<file path="src/verilog/ctr_map.svh">
// Purpose: constants of the channel telemetry readout (command codes, fields, resets)
// Assumes: included by bare name from the readout design files
// Notes: all result registers are read-only; two data bytes, low byte first
// Function
// - channel 3 current: code 38h, read-only
// - channel 4 current: code 3Ch, read-only
// - channel 1 voltage: code 32h, read-only
// - channel 2 voltage: code 36h, read-only
// - low byte sent first, high second
// - 14-bit result, top bits zero, resets zero
// - current equals code times 70.19 uA
// - full scale 1.15 A, may saturate lower
// - channel off mode reads zero
// - semiauto off, invalid detection reads zero
// - manual mode keeps last value once enabled
// - host sums two channels for 4-pair
// - classification current held after class measurement
// - class value replaced by powered reading, disable
// - only final classification pulse is stored
// - classes 5-8 report class 0-3 levels
// - channel 1 current: code 30h, read-only
// - channel 2 current: code 34h, read-only
`ifndef CTR_MAP_SVH
`define CTR_MAP_SVH

// command codes of the result registers
`define CTR_CMD_CH1_CUR 8'h30
`define CTR_CMD_CH1_VOLT 8'h32
`define CTR_CMD_CH2_CUR 8'h34
`define CTR_CMD_CH2_VOLT 8'h36
`define CTR_CMD_CH3_CUR 8'h38
`define CTR_CMD_CH4_CUR 8'h3C

// field layout of a two-byte result
`define CTR_RES_W 14
`define CTR_RES_MSB 13
`define CTR_LOW_BYTE_LSB 0
`define CTR_HIGH_BYTE_LSB 8
`define CTR_RES_RESET 14'h0000
`define CTR_WORD_RESET 16'h0000
`define CTR_FILL_BYTE 8'h00
`define CTR_FULL_SCALE_CODE 14'h3FFF

// current scaling: step in nA, nominal full scale in uA with a 255 mohm sense
`define CTR_ISTEP_NA 70190
`define CTR_FULL_SCALE_UA 1150000
`define CTR_MIN_FULL_SCALE_UA 1050000
`define CTR_SENSE_MOHM 255

`endif

</file>
<file path="src/verilog/ctr_pkg.sv">
// Purpose: types shared by the channel telemetry readout
// Assumes: nothing beyond the constants header
// Notes: no codes are given to the enums
package ctr_pkg;

    // operating mode of one channel as set by the controller
    typedef enum logic [1:0] {
        CTR_MODE_OFF,
        CTR_MODE_MANUAL,
        CTR_MODE_SEMIAUTO,
        CTR_MODE_AUTO
    } ctr_mode_e;

    // byte sequencer of a two-byte read
    typedef enum logic [1:0] {
        CTR_RD_IDLE,
        CTR_RD_LOW,
        CTR_RD_HIGH
    } ctr_rd_state_e;

endpackage

</file>
<file path="src/verilog/ctr_chan_current.sv">
// Purpose: holds one channel's current result and masks it for reading
// Assumes: strobes and data come from the channel's converter on clk_sys_i
// Notes: result_o is combinational from held state and the mode inputs
`timescale 1ns/10ps
`include "ctr_map.svh"

module ctr_chan_current #(
    parameter int W = `CTR_RES_W
) (
    input wire logic clk_sys_i,
    input wire logic resetn_i,
    input wire ctr_pkg::ctr_mode_e mode_i,
    input wire logic powered_i,
    input wire logic detcls_en_i,
    input wire logic det_invalid_i,
    input wire logic port_disable_i,
    input wire logic meas_valid_i,
    input wire logic class_valid_i,
    input wire logic class_last_i,
    input wire logic [W-1:0] meas_i,
    output logic [W-1:0] result_o
);

    logic [W-1:0] value; // last stored measurement
    logic [W-1:0] next_value;
    logic class_held; // value is a classification current
    logic next_class_held;
    logic ever_en; // detect/class was enabled at least once
    logic next_ever_en;
    logic retain; // manual mode keeps the value over a disable
    logic force_zero; // read mask

    ////////////////////////////////////////////////////////////////////////
    // next stored value
    always_comb
    begin
        next_value = value;
        next_class_held = class_held;
        next_ever_en = ever_en | detcls_en_i;
        retain = (mode_i == ctr_pkg::CTR_MODE_MANUAL) && ever_en;
        if (class_valid_i && class_last_i)
        begin
            // only the final pulse lands here, so a 5..8 load shows 0..3
            next_value = meas_i;
            next_class_held = 1'b1;
        end
        else if (meas_valid_i && powered_i)
        begin
            // raw code kept as is: current = code * step, saturates at all ones
            next_value = meas_i;
            next_class_held = 1'b0;
        end
        else if (port_disable_i)
        begin
            next_class_held = 1'b0;
            if (!retain)
            begin
                next_value = `CTR_RES_RESET;
            end
        end
    end

    // register the held state
    always_ff @(posedge clk_sys_i or negedge resetn_i)
    begin
        if (!resetn_i)
        begin
            value <= `CTR_RES_RESET;
            class_held <= 1'b0;
            ever_en <= 1'b0;
        end
        else
        begin
            value <= next_value;
            class_held <= next_class_held;
            ever_en <= next_ever_en;
        end
    end

    ////////////////////////////////////////////////////////////////////////
    // read mask: off channels answer zero without losing the held value
    always_comb
    begin
        force_zero = 1'b0;
        if (mode_i == ctr_pkg::CTR_MODE_OFF)
        begin
            force_zero = 1'b1;
        end
        else if (mode_i == ctr_pkg::CTR_MODE_SEMIAUTO && !powered_i)
        begin
            force_zero = !detcls_en_i || det_invalid_i;
        end
        result_o = force_zero ? `CTR_RES_RESET : value;
    end
endmodule

</file>
<file path="src/verilog/ctr_readout.sv">
// Purpose: read-only telemetry result registers behind the serial command port
// Assumes: command and byte strobes come from the serial engine on clk_sys_i
// Notes: a read start snapshots the whole word; writes are dropped
`timescale 1ns/10ps
`include "ctr_map.svh"

module ctr_readout #(
    parameter int RES_W = `CTR_RES_W
) (
    input wire logic clk_sys_i,
    input wire logic resetn_i,
    // command port from the serial engine
    input wire logic cmd_start_i,
    input wire logic cmd_read_i,
    input wire logic [7:0] cmd_code_i,
    input wire logic byte_req_i,
    // per-channel controller state
    input wire ctr_pkg::ctr_mode_e chan_mode_i [4],
    input wire logic [3:0] chan_powered_i,
    input wire logic [3:0] chan_detcls_en_i,
    input wire logic [3:0] chan_det_invalid_i,
    input wire logic [3:0] chan_disable_i,
    // converter results
    input wire logic [3:0] cur_valid_i,
    input wire logic [3:0] class_valid_i,
    input wire logic [3:0] class_last_i,
    input wire logic [RES_W-1:0] cur_meas_i [4],
    input wire logic [1:0] volt_valid_i,
    input wire logic [RES_W-1:0] volt_meas_i [2],
    // answer to the serial engine
    output logic [7:0] tx_byte_o,
    output logic tx_valid_o,
    output logic cmd_hit_o,
    output logic wr_ignored_o
);

    localparam int NCH = 4; // fixed by the command map

    ////////////////////////////////////////////////////////////////////////
    // current results, one holder per channel
    logic [RES_W-1:0] cur_result [NCH]; // chan1..chan4 current results

    // each channel reports alone; a four-pair port total is summed by the host
    genvar gi;
    generate
        for (gi = 0; gi < NCH; gi++)
        begin : g_chan
            ctr_chan_current #(
                .W(RES_W)
            ) u_cur (
                .clk_sys_i(clk_sys_i),
                .resetn_i(resetn_i),
                .mode_i(chan_mode_i[gi]),
                .powered_i(chan_powered_i[gi]),
                .detcls_en_i(chan_detcls_en_i[gi]),
                .det_invalid_i(chan_det_invalid_i[gi]),
                .port_disable_i(chan_disable_i[gi]),
                .meas_valid_i(cur_valid_i[gi]),
                .class_valid_i(class_valid_i[gi]),
                .class_last_i(class_last_i[gi]),
                .meas_i(cur_meas_i[gi]),
                .result_o(cur_result[gi])
            );
        end
    endgenerate

    ////////////////////////////////////////////////////////////////////////
    // voltage results of channels 1 and 2
    logic [RES_W-1:0] chan1_voltage_result;
    logic [RES_W-1:0] chan2_voltage_result;
    logic [RES_W-1:0] next_chan1_voltage_result;
    logic [RES_W-1:0] next_chan2_voltage_result;
    logic [RES_W-1:0] volt_read [2]; // masked for reading

    // the held voltage follows the converter; an off channel reads zero
    // masking after the register keeps the last voltage across an off spell
    always_comb
    begin
        next_chan1_voltage_result = chan1_voltage_result;
        next_chan2_voltage_result = chan2_voltage_result;
        if (volt_valid_i[0])
        begin
            next_chan1_voltage_result = volt_meas_i[0];
        end
        if (volt_valid_i[1])
        begin
            next_chan2_voltage_result = volt_meas_i[1];
        end
        volt_read[0] = chan1_voltage_result;
        volt_read[1] = chan2_voltage_result;
        if (chan_mode_i[0] == ctr_pkg::CTR_MODE_OFF)
        begin
            volt_read[0] = `CTR_RES_RESET;
        end
        if (chan_mode_i[1] == ctr_pkg::CTR_MODE_OFF)
        begin
            volt_read[1] = `CTR_RES_RESET;
        end
    end

    // register the voltages
    always_ff @(posedge clk_sys_i or negedge resetn_i)
    begin
        if (!resetn_i)
        begin
            chan1_voltage_result <= `CTR_RES_RESET;
            chan2_voltage_result <= `CTR_RES_RESET;
        end
        else
        begin
            chan1_voltage_result <= next_chan1_voltage_result;
            chan2_voltage_result <= next_chan2_voltage_result;
        end
    end

    ////////////////////////////////////////////////////////////////////////
    // command decode
    logic [RES_W-1:0] sel_data; // addressed result
    logic sel_hit; // code is one of ours

    // only these codes are mapped; anything else answers fill bytes
    // a miss still answers two bytes, so the engine never stalls
    always_comb
    begin
        sel_data = `CTR_RES_RESET;
        sel_hit = 1'b1;
        case (cmd_code_i)
            `CTR_CMD_CH1_CUR:
            begin
                sel_data = cur_result[0];
            end
            `CTR_CMD_CH2_CUR:
            begin
                sel_data = cur_result[1];
            end
            `CTR_CMD_CH3_CUR:
            begin
                sel_data = cur_result[2];
            end
            `CTR_CMD_CH4_CUR:
            begin
                sel_data = cur_result[3];
            end
            `CTR_CMD_CH1_VOLT:
            begin
                sel_data = volt_read[0];
            end
            `CTR_CMD_CH2_VOLT:
            begin
                sel_data = volt_read[1];
            end
            default:
            begin
                sel_hit = 1'b0;
            end
        endcase
    end

    ////////////////////////////////////////////////////////////////////////
    // byte sequencer
    ctr_pkg::ctr_rd_state_e state;
    ctr_pkg::ctr_rd_state_e next_state;
    logic [15:0] shadow; // word frozen at the read start
    logic [15:0] next_shadow;
    logic [7:0] next_tx_byte;
    logic next_tx_valid;
    logic next_cmd_hit;
    logic next_wr_ignored;
    logic chan1_voltage_top_bit; // sign of range use, for visibility only in checks

    assign chan1_voltage_top_bit = chan1_voltage_result[`CTR_RES_MSB];

    // a new read command always restarts the sequence, even mid-transfer; a write start ends it in idle
    // tx_byte_o holds between requests, so the engine may sample late
    always_comb
    begin
        next_state = state;
        next_shadow = shadow;
        next_tx_byte = tx_byte_o;
        next_tx_valid = 1'b0;
        next_cmd_hit = cmd_hit_o;
        next_wr_ignored = 1'b0;
        if (cmd_start_i && cmd_read_i)
        begin
            // both bytes from one conversion, upper two bits zero
            next_shadow = {2'b00, sel_data};
            next_cmd_hit = sel_hit;
            next_state = ctr_pkg::CTR_RD_LOW;
        end
        else if (cmd_start_i)
        begin
            // stored values stay untouched; the engine sees the pulse
            next_wr_ignored = 1'b1;
            next_cmd_hit = 1'b0;
            next_state = ctr_pkg::CTR_RD_IDLE;
        end
        else if (byte_req_i)
        begin
            next_tx_valid = 1'b1;
            case (state)
                ctr_pkg::CTR_RD_LOW:
                begin
                    next_tx_byte = shadow[`CTR_LOW_BYTE_LSB +: 8];
                    next_state = ctr_pkg::CTR_RD_HIGH;
                end
                ctr_pkg::CTR_RD_HIGH:
                begin
                    next_tx_byte = shadow[`CTR_HIGH_BYTE_LSB +: 8];
                    next_state = ctr_pkg::CTR_RD_IDLE;
                end
                default:
                begin
                    // reads past the second byte get fill
                    next_tx_byte = `CTR_FILL_BYTE;
                end
            endcase
        end
    end

    // register the sequencer and all outputs
    always_ff @(posedge clk_sys_i or negedge resetn_i)
    begin
        if (!resetn_i)
        begin
            state <= ctr_pkg::CTR_RD_IDLE;
            shadow <= `CTR_WORD_RESET;
            tx_byte_o <= `CTR_FILL_BYTE;
            tx_valid_o <= 1'b0;
            cmd_hit_o <= 1'b0;
            wr_ignored_o <= 1'b0;
        end
        else
        begin
            state <= next_state;
            shadow <= next_shadow;
            tx_byte_o <= next_tx_byte;
            tx_valid_o <= next_tx_valid;
            cmd_hit_o <= next_cmd_hit;
            wr_ignored_o <= next_wr_ignored;
        end
    end
endmodule

</file>
<file path="config.mk">
export PLATFORM = sky130hd
export DESIGN_NAME = ctr_readout
export DESIGN_NICKNAME = d
export VERILOG_FILES = /design/src/verilog/ctr_pkg.sv /design/src/verilog/ctr_chan_current.sv /design/src/verilog/ctr_readout.sv
export VERILOG_INCLUDE_DIRS = /design/src /design/src/verilog
export SDC_FILE = /design/constraint.sdc
export NUM_CORES = 1
export LEC_CHECK = 0
export ABC_AREA = 1
export BUFFER_PORTS_ARGS = -buffer_cell sky130_fd_sc_hd__buf_2
export CORE_MARGIN = 2
export CORE_UTILIZATION = 55
export DETAILED_ROUTE_END_ITERATION = 10
export PLACE_DENSITY_LB_ADDON = 0.1
export RECOVER_POWER = 25
export SLEW_MARGIN = 20
export SYNTH_ARGS = -nofsm -noshare
export SYNTH_HDL_FRONTEND = slang
export SYNTH_HIERARCHICAL = 1
export SYNTH_SLANG_ARGS = --single-unit
</file>
<file path="constraint.sdc">
create_clock -name clk_sys_i -period 1.58 [get_ports clk_sys_i]
set_input_delay 0.079 -clock clk_sys_i [delete_from_list [all_inputs] [get_ports clk_sys_i]]
set_output_delay 0.079 -clock clk_sys_i [all_outputs]
set_load 0.02 [all_outputs]
</file>
After elaboration in Yosys (flattened, before gate mapping)
Cells that the tools add are included.
- bits in registers: 115
- input port bits: 135
- output and inout port bits: 11
- equal/unequal tests: 20
- muxes and demuxes: 44
- bitwise operators: 6
- reduce and logical (&&, ||, !) cells: 47
- operator list (cell ; count):
    $mux W14 ; 22
    $pmux W14 S6 ; 1
    $eq A8 B6 Y1 const B ; 6
    $logic_and A1 B1 Y1 ; 17
    $mux W1 ; 16
    $pmux W8 S2 ; 1
    $reduce_bool A3 Y1 ; 5
    $ne A3 B3 Y1 const B ; 4
    $eq A2 B1 Y1 const B ; 5
    $eq A2 B2 Y1 const B ; 5
    $reduce_and A2 Y1 ; 5
    $logic_not A1 Y1 ; 8
    $logic_not A2 Y1 ; 4
    $mux W2 ; 3
    $reduce_or A6 Y1 ; 1
    $logic_or A1 B1 Y1 ; 4
    $or A1 B1 Y1 ; 4
    $pmux W2 S2 ; 1
    $reduce_bool A4 Y1 ; 1
    $reduce_and A3 Y1 ; 1
    $not A1 Y1 ; 2
    $reduce_bool A2 Y1 ; 1

Depth between registers and ports, before layout
Gate-level depths: netlist (run 1).
- depth in word-level cells: 6
- depth in mapped cells: 12

Hierarchy
The synthesis (run 1) kept the hierarchy.
- by module, submodules not included (module ; instances ; cells an instance ; area an instance (µm²)):
    ctr_readout ; 1 ; 444 ; 3250.6
    ctr_chan_current ; 4 ; 104 ; 798.3

Worst setup path after synthesis (run 1)
No wires, ideal clock.
- path type: register to register
- start: register state[1]
- end: register state[0]
- setup time: 142 ps
- arrival: 1060 ps
- required time: 1438 ps
- path slack: 377 ps
- stages on the path, launching flop included: 7
- cell sequence: dfrtp_1 -> inv_1 -> ha_1 -> clkbuf_1 -> o21ai_0 -> nand2_1 -> o21ai_0
- longest elaborated chain between the ends: 3
- RTL lines (what ; line ; RTL):
    start, declared ; ctr_readout.sv:161 ; ctr_pkg::ctr_rd_state_e state;
    start signal, assigned ; ctr_readout.sv:225 ; state <= ctr_pkg::CTR_RD_IDLE;
    start signal, assigned ; ctr_readout.sv:234 ; state <= next_state;
    $eq A2 B2 Y1 / $eq A2 B1 Y1 (equally long branches) ; ctr_readout.sv:200 ; case (state)
    $reduce_bool A4 Y1 (no source line) * ; - ;
    $reduce_and A2 Y1 (no source line) * ; - ;
Mark *: on every way between the ends. The rest lies on a longest branch, timed or not.
A chain may end at the register's enable or synchronous reset.

==> results of run 1 <==
power by group through the flow:
stage | logic, mW | registers, mW | clock network (mW)
final | 1.22 | 3.30 | 4.04
after global routing | 1.37 | 3.32 | 4.19
after CTS | 1.19 | 3.30 | 4.07
after detailed placement | 1.02 | 3.34 | 0
after global placement | 1.01 | 3.34 | 0
after floorplan | 0.678 | 3.31 | 0
critical path, stage by stage:
cell and delay (ns):
dlygate4sd3_1 0.55, buf_2 0.13, nand2_1 0.05, nand3_1 0.10, nand2_2 0.23, nor2_1 0.08, nand3_1 0.08, nand2_1 0.05
nor2_1 0.20, nand2_1 0.10, nand2_1 0.07, nand2_1 0.05
cells by family after synthesis:
family	count (synthesis)	share of synthesized area, %
AO/OA/AOI/OAI	46	4.058
adder cells (fa/ha/maj)	2	0.3883
buffers and inverters	158	11.98
flip-flops	115	44.66
multiplexers	11	1.922
AND/OR/NAND/NOR	528	36.99
per-stage QoR:
step	setup WS (ns)	cells	hold slack [ns]
2_1_floorplan	0.3775	860	-0.2166
3_3_place_gp	0.07913	1116	0.05564
3_5_place_dp	0.06362	1116	0.05847
4_1_cts	0.04194	1238	0.0005698
5_1_grt	0.01106	1241	0.02386
6_report	0.09684	1241	0.01407
Yosys cell counts (10+ instances only):
cell / n
nand3_2: 16
mux2_2: 11
nand2_1: 253
nor2_1: 94
dfrtp_1: 115
nand3_1: 129
buf_4: 13
o21ai_0: 27
o21ai_1: 10
nand2_2: 15
inv_1: 103
buf_6: 15
path summary, 6_finish.rpt:
path / start / end / slack, ns / depth (start not counted)
max: chan_detcls_en_i[0] / shadow[9]$_DFFE_PN0P_ / 0.1 / 12
min: cmd_start_i / wr_ignored_o$_DFF_PN0_ / 0.01 / 3
max reg2reg: state[1]$_DFFE_PN0P_ / tx_byte_o[4]$_DFFE_PN0P_ / 0.28 / 5
min reg2reg: g_chan[2].u_cur/ever_en$_DFF_PN0_ / g_chan[2].u_cur/ever_en$_DFF_PN0_ / 0.47 / 1
max in group asynchronous: resetn_i / g_chan[1].u_cur/value[11]$_DFFE_PN0P_ / 0.50 / 3
min in group asynchronous: resetn_i / chan1_voltage_result[12]$_DFFE_PN0P_ / 0.32 / 2
flip-flops by register name, indices dropped and copies added (netlist names):
signal and cells:
tx_valid_o 1, shadow 14, g_chan.u_cur/value 56, wr_ignored_o 1, cmd_hit_o 1, tx_byte_o 8
g_chan.u_cur/ever_en 4, chan2_voltage_result 14, state 2, chan1_voltage_result 14
repair_timing:
| action | CTS | global route |
|---|---|---|
| hold endpoints to repair | 150 | 0 |
| setup endpoints to repair | 0 | 3 |
| buffers inserted | 0 | 3 |
| gates resized for setup | 0 | 3 |
| hold buffers | 90 | 0 |
cell usage in the layout (no fill, tap or decap), drive strengths merged:
cell type    synthesis  routed
o22ai                1       1
nor2               102     102
or2                  8       8
mux2                11      11
nand3              145     145
buf                 35     156
dlygate4sd3          0      90
clkinvlp             0       1
dfrtp              115     115
ha                   2       2
bufinv               0       4
inv                116     116
o21ai               38      38
a22o                 6       6
clkinv               0       6
o2111ai              1       1
clkbuf               7      23
nand2              273     273
cell type report:
type | count | area (µm²)
Clock buffer | 21 | 460.4
Clock inverter | 11 | 157.7
Fill cell | 886 | 2731
Inverter | 116 | 445.4
Multi-Input combinational cell | 587 | 2806
Sequential cell | 115 | 2878
Tap cell | 143 | 178.9
Timing Repair Buffer | 248 | 1760
per-layer routing:
layer | track usage, % | part of all wire [%]
met1 | 34.43 | 41
met4 | 10.16 | 2.2
met3 | 6.425 | 4.0
met5 | 0 | 0
met2 | 53.05 | 53
==> results.py, run 1 <==
metrics = {
    "run_status": {
        "status": "finished clean",
    },
    "pwr": {
        "pwr-share-clk_pct": 47.2,
        "comb_power_share_pct": 14.3,
        "p_per_area_mw_per_mm2": 985.1,
        "power.total_mw": 8.557,
        "p_sw_share_pct": 25.12,
        "p_int_mw": 6.408,
        "leakage_nw": 4.739,
        "ir_drop_uv": 1110,
        "power_switching_mw": 2.150,
        "seq_power_share_pct": 38.6,
    },
    "finish": {
        "syn2layout_area_growth_pct": 34.82,
        "final_nets": 1222,
        "drive_above_1_share_pct": 23.77,
        "antenna_cells": 0,
        "fin_util_pct": 76.08,
        "final_design_area_no_fill_mm2": 0.008687,
    },
    "die": {
        "coreArea_mm2": 0.01142,
        "initial_core_util_pct": 56.43,
        "die_y_um": 112.2,
        "top_level_ports": 146,
        "die_x_um": 112.2,
        "die_area_mm2": 0.01260,
        "num_rows": 39,
    },
    "synthesis": {
        "syn_avg_cell_area_um2": 7.493,
        "ys_ff_latch": 115,
        "postSynthCellCount": 860,
        "synth-async-reset-ratio_pct": 100.0,
        "synth_area_leaders": "dfrtp_1 (45%), nand2_1 (15%), nand3_1 (10%)",
        "synth_nets": 997,
        "netlist_area_mm2": 0.006444,
        "yosysSeqAreaShare_pct": 44.66,
        "synth_edf_count": 0,
        "netlist.area_leader.share_pct": 44.66,
        "yosys.area.top_type": "dfrtp_1",
        "synth_cell_types": 27,
        "synth_ff_type": "dfrtp_1",
        "yosys_warnings": 6,
    },
    "global_routing": {
        "antenna_found_initial": 0,
        "grt_max_degree": 55,
        "grt_overflow": 0,
        "grt_pass1_vias": 6260,
        "grt_pass1_wl_um": 29150,
        "track_usage_pct": 29.33,
    },
    "clocking": {
        "clkTransAtPathRegs_ns": 0.05,
        "numCtsBuffers": 17,
        "cts_tree": "yes",
        "clk_latency_ns": 0.42,
        "htreeDepth": 4,
        "clock_sinks": 115,
        "cts.path.max_buffers": 2,
        "root_buffer": "clkbuf_16",
    },
    "sta": {
        "maxSlewHeadroom_pct": 40.60,
        "fin_tns_setup_ns": 0,
        "fin_skew_ns": 0.008125,
        "rsz0062_at_grt": "false",
        "min_period_ns": 1.483,
        "drv_slew": 0,
        "fmax_mhz": 674.2,
        "tightest_slew_ns": 0.8910,
        "hold_viol": 0,
        "fin_crit_sh_pct": 93.87,
        "setup_viol": 0,
    },
    "worst_setup_path": {
        "setup.worst_path.end_class": "register",
        "arrival_ns": 1.79,
        "crit_type": "in2reg",
        "worst_ep_required_time_ns": 1.88,
        "crit_fanout": 14,
        "startpoint_type": "input port",
    },
    "routing": {
        "drt_iter0_markers": 314,
        "vias_per_cell": 4.957,
        "drc": 0,
        "ant_nets": 0,
        "drtPass1Iterations": 5,
        "wire_per_inst_um": 14.17,
        "wirelength_um": 17590,
        "num_vias": 6152,
    },
    "run": {
        "maxCapViolCount": 0,
    },
    "placement": {
        "port_buffers": 145,
        "placed_area_mm2": 0.007142,
        "place_congestion": 0.8496,
        "hpwl_um": 11250,
    },
    "hold_path": {
        "hold_class": "in2reg",
    },
}
Note: power is estimated with default switching activity, not from simulation.
==> run 2, diff against run 1 <==
CORE_UTILIZATION = 30   (was 55)
CTS_BUF_LIST = sky130_fd_sc_hd__clkbuf_8   (was not set)
==> results.py, run 2 (synthesis gave the netlist of run 1 again) <==
metrics = {
    "sta": {
        "drv_slew": 0,
        "rsz0062_at_grt": "false",
        "setup_viol": 0,
        "fin_tns_setup_ns": 0,
        "fin_crit_sh_pct": 94.05,
        "fmax_mhz": 673.0,
        "fin_skew_ns": 0.01404,
        "hold_viol": 0,
        "min_period_ns": 1.486,
        "maxSlewHeadroom_pct": 22.40,
        "tightest_slew_ns": 1.164,
    },
    "global_routing": {
        "grt_pass1_vias": 6028,
        "track_usage_pct": 16.97,
        "antenna_found_initial": 0,
        "grt_overflow": 0,
        "grt_max_degree": 52,
        "grt_pass1_wl_um": 29760,
    },
    "routing": {
        "wire_per_inst_um": 13.48,
        "drtPass1Iterations": 5,
        "ant_nets": 0,
        "num_vias": 6000,
        "drc": 0,
        "wirelength_um": 18530,
        "vias_per_cell": 4.367,
        "drt_iter0_markers": 230,
    },
    "finish": {
        "syn2layout_area_growth_pct": 34.23,
        "final_nets": 1224,
        "drive_above_1_share_pct": 23.38,
        "largest_reg_flops": 56,
        "regMostFlops": "g_chan.u_cur/value",
        "fillers": 2285,
        "layout_commonest_cell": "nand2_1",
        "antenna_cells": 0,
        "final_design_area_no_fill_mm2": 0.008650,
        "final_cell_mix": "nand2_1 (253), buf_2 (144), nand3_1 (129)",
    },
    "placement": {
        "placed_area_mm2": 0.007322,
        "place_congestion": 0.8191,
        "port_buffers": 145,
        "hpwl_um": 13690,
    },
    "worst_setup_path": {
        "crit_type": "in2reg",
        "reg2reg_depth": 5,
        "arrival_ns": 1.81,
        "setup.worst_path.end_class": "register",
        "crit_fanout": 14,
        "startpoint_type": "input port",
        "worst_ep_required_time_ns": 1.91,
    },
    "pwr": {
        "ir_drop_uv": 485.1,
        "p_per_area_mw_per_mm2": 835.9,
        "leakage_nw": 4.657,
    },
    "clocking": {
        "numCtsBuffers": 17,
        "post-cts-setup-buffers": 0,
        "clock_sinks": 115,
        "htreeDepth": 4,
        "cts.path.max_buffers": 2,
        "clkTransAtPathRegs_ns": 0.07,
        "cts_tree": "yes",
        "clk_latency_ns": 0.44,
        "root_buffer": "clkbuf_8",
    },
    "die": {
        "die_area_mm2": 0.02267,
        "initial_core_util_pct": 30.65,
        "die_x_um": 150.6,
        "top_level_ports": 146,
        "num_rows": 53,
        "die_y_um": 150.6,
        "coreArea_mm2": 0.02102,
    },
    "hold_path": {
        "hold_class": "in2reg",
        "holdPathStages": 4,
    },
    "run": {
        "maxCapViolCount": 0,
    },
    "run_status": {
        "status": "finished clean",
    },
}
run 2: repair_timing:
item	in CTS	in global routing
hold buffers	93	0
resized for setup	0	1
endpoints found under the hold margin	207	0
endpoints found under the setup margin	0	1
run 2: final cells by class:
| class | instances | area [µm²] | share of cell area (%) |
|---|---|---|---|
| sequential | 115 | 2878 | 33.27 |
| multi-input combinational | 587 | 2804 | 32.42 |
| timing repair buffer | 250 | 1783 | 20.61 |
| inverter | 116 | 445.4 | 5.150 |
| clock buffer | 25 | 344.1 | 3.978 |
| tap | 275 | 344.1 | 3.978 |
| clock inverter | 6 | 51.30 | 0.5931 |
run 2: metrics by stage:
stage                     setup WS [ns]  total power, mW  utilization (%)  hold slack (ns)  instances
after floorplan                  0.3775            3.989                -          -0.2166        860
after global placement          0.06841            4.401            34.83         -0.01389       1250
after detailed placement        0.06801            4.403            34.83         -0.01527       1250
after CTS                       0.09129            7.370            41.14          0.01172       1374
after global routing            0.03754            7.661            41.15          0.02522       1374
final                           0.09406            7.230            41.15          0.04364       1374
run 2: worst paths after layout:
path	start	to	slack [ns]
setup / recovery	chan_detcls_en_i[1]	shadow[0]$_DFFE_PN0P_	0.09
min in group asynchronous	resetn_i	chan1_voltage_result[4]$_DFFE_PN0P_	0.39
max in group asynchronous	resetn_i	g_chan[1].u_cur/value[8]$_DFFE_PN0P_	0.31
setup reg to reg	state[1]$_DFFE_PN0P_	tx_byte_o[1]$_DFFE_PN0P_	0.29
hold / removal	cmd_code_i[0]	cmd_hit_o$_DFFE_PN0P_	0.04
hold reg to reg	g_chan[0].u_cur/ever_en$_DFF_PN0_	g_chan[0].u_cur/ever_en$_DFF_PN0_	0.47
run 2: routing by layer:
| metal | vias up | global-route usage, % | part of all wire [%] |
|---|---|---|---|
| met5 | - | 0 | 0 |
| met4 | 0 | 3.538 | 0.50 |
| met3 | 6 | 3.758 | 3.8 |
| met2 | 104 | 29.25 | 50 |
| met1 | 2776 | 21.81 | 45 |
| li1 | 3114 | - | - |
run 2: worst max-delay path, cell delays in order:
cell and delay, ns:
dlygate4sd3_1 0.54, buf_2 0.13, nand2_1 0.06, nand3_1 0.09
nand2_2 0.25, nor2_1 0.09, nand3_1 0.12, nand2_1 0.06
nor2_1 0.17, nand2_1 0.11, nand2_1 0.08, nand2_1 0.04
run 2: where the power goes:
| group | total [mW] | leakage, nW | switching [mW] | internal [mW] |
|---|---|---|---|---|
| registers | 3.29 | 1.45 | 0.119 | 3.17 |
| clock network | 2.73 | 0.218 | 1.18 | 1.55 |
| logic | 1.21 | 2.99 | 0.678 | 0.534 |
| total | 7.23 | 4.66 | 1.98 | 5.25 |
==> run 3, diff against run 2 <==
CORE_MARGIN = not set   (was 2)
SLEW_MARGIN = 10   (was 20)
clock period = 1.7 ns   (was 1.58 ns; I/O delays follow)
==> results.py, run 3 (synthesis gave the netlist of run 1 again) <==
metrics = {
    "run_status": {
        "status": "finished clean",
    },
    "finish": {
        "antenna_cells": 0,
        "layout_commonest_cell": "nand2_1",
        "final_nets": 1223,
        "regMostFlops": "g_chan.u_cur/value",
        "syn2layout_area_growth_pct": 34.56,
        "fillers": 2254,
        "final_design_area_no_fill_mm2": 0.008671,
        "final_cell_mix": "nand2_1 (253), buf_2 (144), nand3_1 (129)",
        "drive_above_1_share_pct": 23.38,
        "largest_reg_flops": 56,
    },
    "routing": {
        "ant_nets": 0,
        "num_vias": 6068,
        "drc": 0,
        "vias_per_cell": 4.416,
        "drt_iter0_markers": 282,
        "wire_per_inst_um": 13.73,
        "drtPass1Iterations": 5,
        "wirelength_um": 18860,
    },
    "clocking": {
        "clk_latency_ns": 0.45,
        "htreeDepth": 4,
        "numCtsBuffers": 17,
        "cts.path.max_buffers": 2,
        "root_buffer": "clkbuf_8",
        "cts_tree": "yes",
        "clock_sinks": 115,
        "clkTransAtPathRegs_ns": 0.07,
    },
    "sta": {
        "fin_skew_ns": 0.01102,
        "rsz0062_at_grt": "false",
        "drv_slew": 0,
        "fmax_mhz": 684.4,
        "fin_tns_setup_ns": 0,
        "fin_crit_sh_pct": 85.95,
        "setup_viol": 0,
        "tightest_slew_ns": 0.8886,
        "min_period_ns": 1.461,
        "hold_viol": 0,
        "setup_slack_ns": 0.2388,
        "maxSlewHeadroom_pct": 40.76,
    },
    "pwr": {
        "leakage_nw": 4.666,
        "ir_drop_uv": 358.7,
        "p_per_area_mw_per_mm2": 812.6,
    },
    "worst_setup_path": {
        "cp_num_buf_inv": 4,
        "startpoint_type": "input port",
        "slowest_delay_ns": 0.54,
        "crit_fanout": 11,
        "cp_cell_sequence": "dlygate4sd3_1 -> buf_2 -> inv_2 -> nand2_2 -> nor2_4 -> nand2_1 -> o21ai_1 -> inv_1 -> nand2_1 -> nand2_1 -> nand2_1",
        "setup.worst_path.end_class": "register",
        "crit_top_cell": "nand2_1",
        "crit_type": "in2reg",
        "worst_ep_required_time_ns": 2.09,
        "arrival_ns": 1.85,
        "crit_family": "buffers and inverters",
        "cpMaxStageDelayCell": "dlygate4sd3_1",
    },
    "die": {
        "num_rows": 53,
        "initial_core_util_pct": 30.65,
        "top_level_ports": 146,
        "coreArea_mm2": 0.02102,
        "die_y_um": 148.6,
        "die_x_um": 148.6,
        "die_area_mm2": 0.02207,
    },
    "global_routing": {
        "grt_pass1_wl_um": 30820,
        "grt_pass1_vias": 6102,
        "grt_max_degree": 48,
        "grt_overflow": 0,
        "track_usage_pct": 18.16,
        "antenna_found_initial": 0,
    },
    "placement": {
        "port_buffers": 145,
        "place_congestion": 0.7926,
        "place_ws_ns": 0.2551,
        "placed_area_mm2": 0.007295,
        "hpwl_um": 13860,
    },
    "hold_path": {
        "hold_class": "in2reg",
    },
    "run": {
        "maxCapViolCount": 0,
    },
}
[run 3: cell types whose count changed in the layout (fill, tap and decap cells not counted)]
cell / delta
clkbuf_8: -5
bufinv_16: +3
clkbuf_1: -1
dlygate4sd3_1: +1
clkinv_4: +1
buf_12: -1
clkbuf_2: +1
nand2_2: +1
clkinvlp_4: +1
clkinv_2: +1
buf_4: -1
nand2_4: -1
[run 3: repair_timing]
action                    4_1_cts  5_1_grt
gates resized for setup         0        0
hold endpoints to repair      167        0
buffers inserted                0        0
hold buffers                   94        0
[run 3: cell type report]
class	count	area, µm²	area share (%)
Sequential cell	115	2878	33.19
Multi-Input combinational cell	587	2799	32.28
Timing Repair Buffer	249	1767	20.38
Inverter	116	445.4	5.137
Tap cell	275	344.1	3.968
Clock buffer	20	275.3	3.175
Clock inverter	12	162.7	1.876
[run 3: final timing paths]
path                       cells after the start                               from                                     to  slack (ns)
min reg2reg                                    1  g_chan[3].u_cur/ever_en$_DFF_PN0_      g_chan[3].u_cur/ever_en$_DFF_PN0_        0.47
max reg2reg                                    5               state[1]$_DFFE_PN0P_               tx_byte_o[1]$_DFFE_PN0P_        0.38
max                                           11                      cmd_code_i[0]                 shadow[10]$_DFFE_PN0P_        0.24
max in group asynchronous                      3                           resetn_i   g_chan[3].u_cur/value[6]$_DFFE_PN0P_        0.63
min in group asynchronous                      2                           resetn_i    chan1_voltage_result[0]$_DFFE_PN0P_        0.29
min                                            5                     cur_valid_i[2]  g_chan[2].u_cur/value[11]$_DFFE_PN0P_        0.07
[run 3: through the flow]
step | total power [mW] | hold slack (ns) | cells | util (%)
2_1_floorplan | 3.707 | -0.2106 | 860 | -
3_3_place_gp | 4.101 | 0.07217 | 1248 | 34.70
3_5_place_dp | 4.099 | 0.06901 | 1248 | 34.70
4_1_cts | 7.157 | 0.05270 | 1374 | 41.26
5_1_grt | 7.424 | 0.07170 | 1374 | 41.25
6_report | 7.046 | 0.07038 | 1374 | 41.25
[run 3: report_power, final]
group	leakage, nW	switching, mW	internal, mW
Clock	0.232	1.17	1.69
Combinational	2.98	0.637	0.493
Sequential	1.45	0.115	2.94
[run 3: tightest hold or removal path, cell delays in order]
cell and delay, ns:
buf_2 0.08, nand2_2 0.05, nand2_4 0.15, nand2_1 0.06, nand2_1 0.05
[run 3: layer usage]
layer  GRT usage (%)  part of all wire (%)  wire length [µm]  vias to the layer above
li1                -                     -                 -                     3116
met5               0                     0                 0                        -
met3           3.773                   4.1               771                       20
met1           23.01                    46              8676                     2800
met4           5.412                   1.5               281                        0
met2           30.93                    48              9131                      132
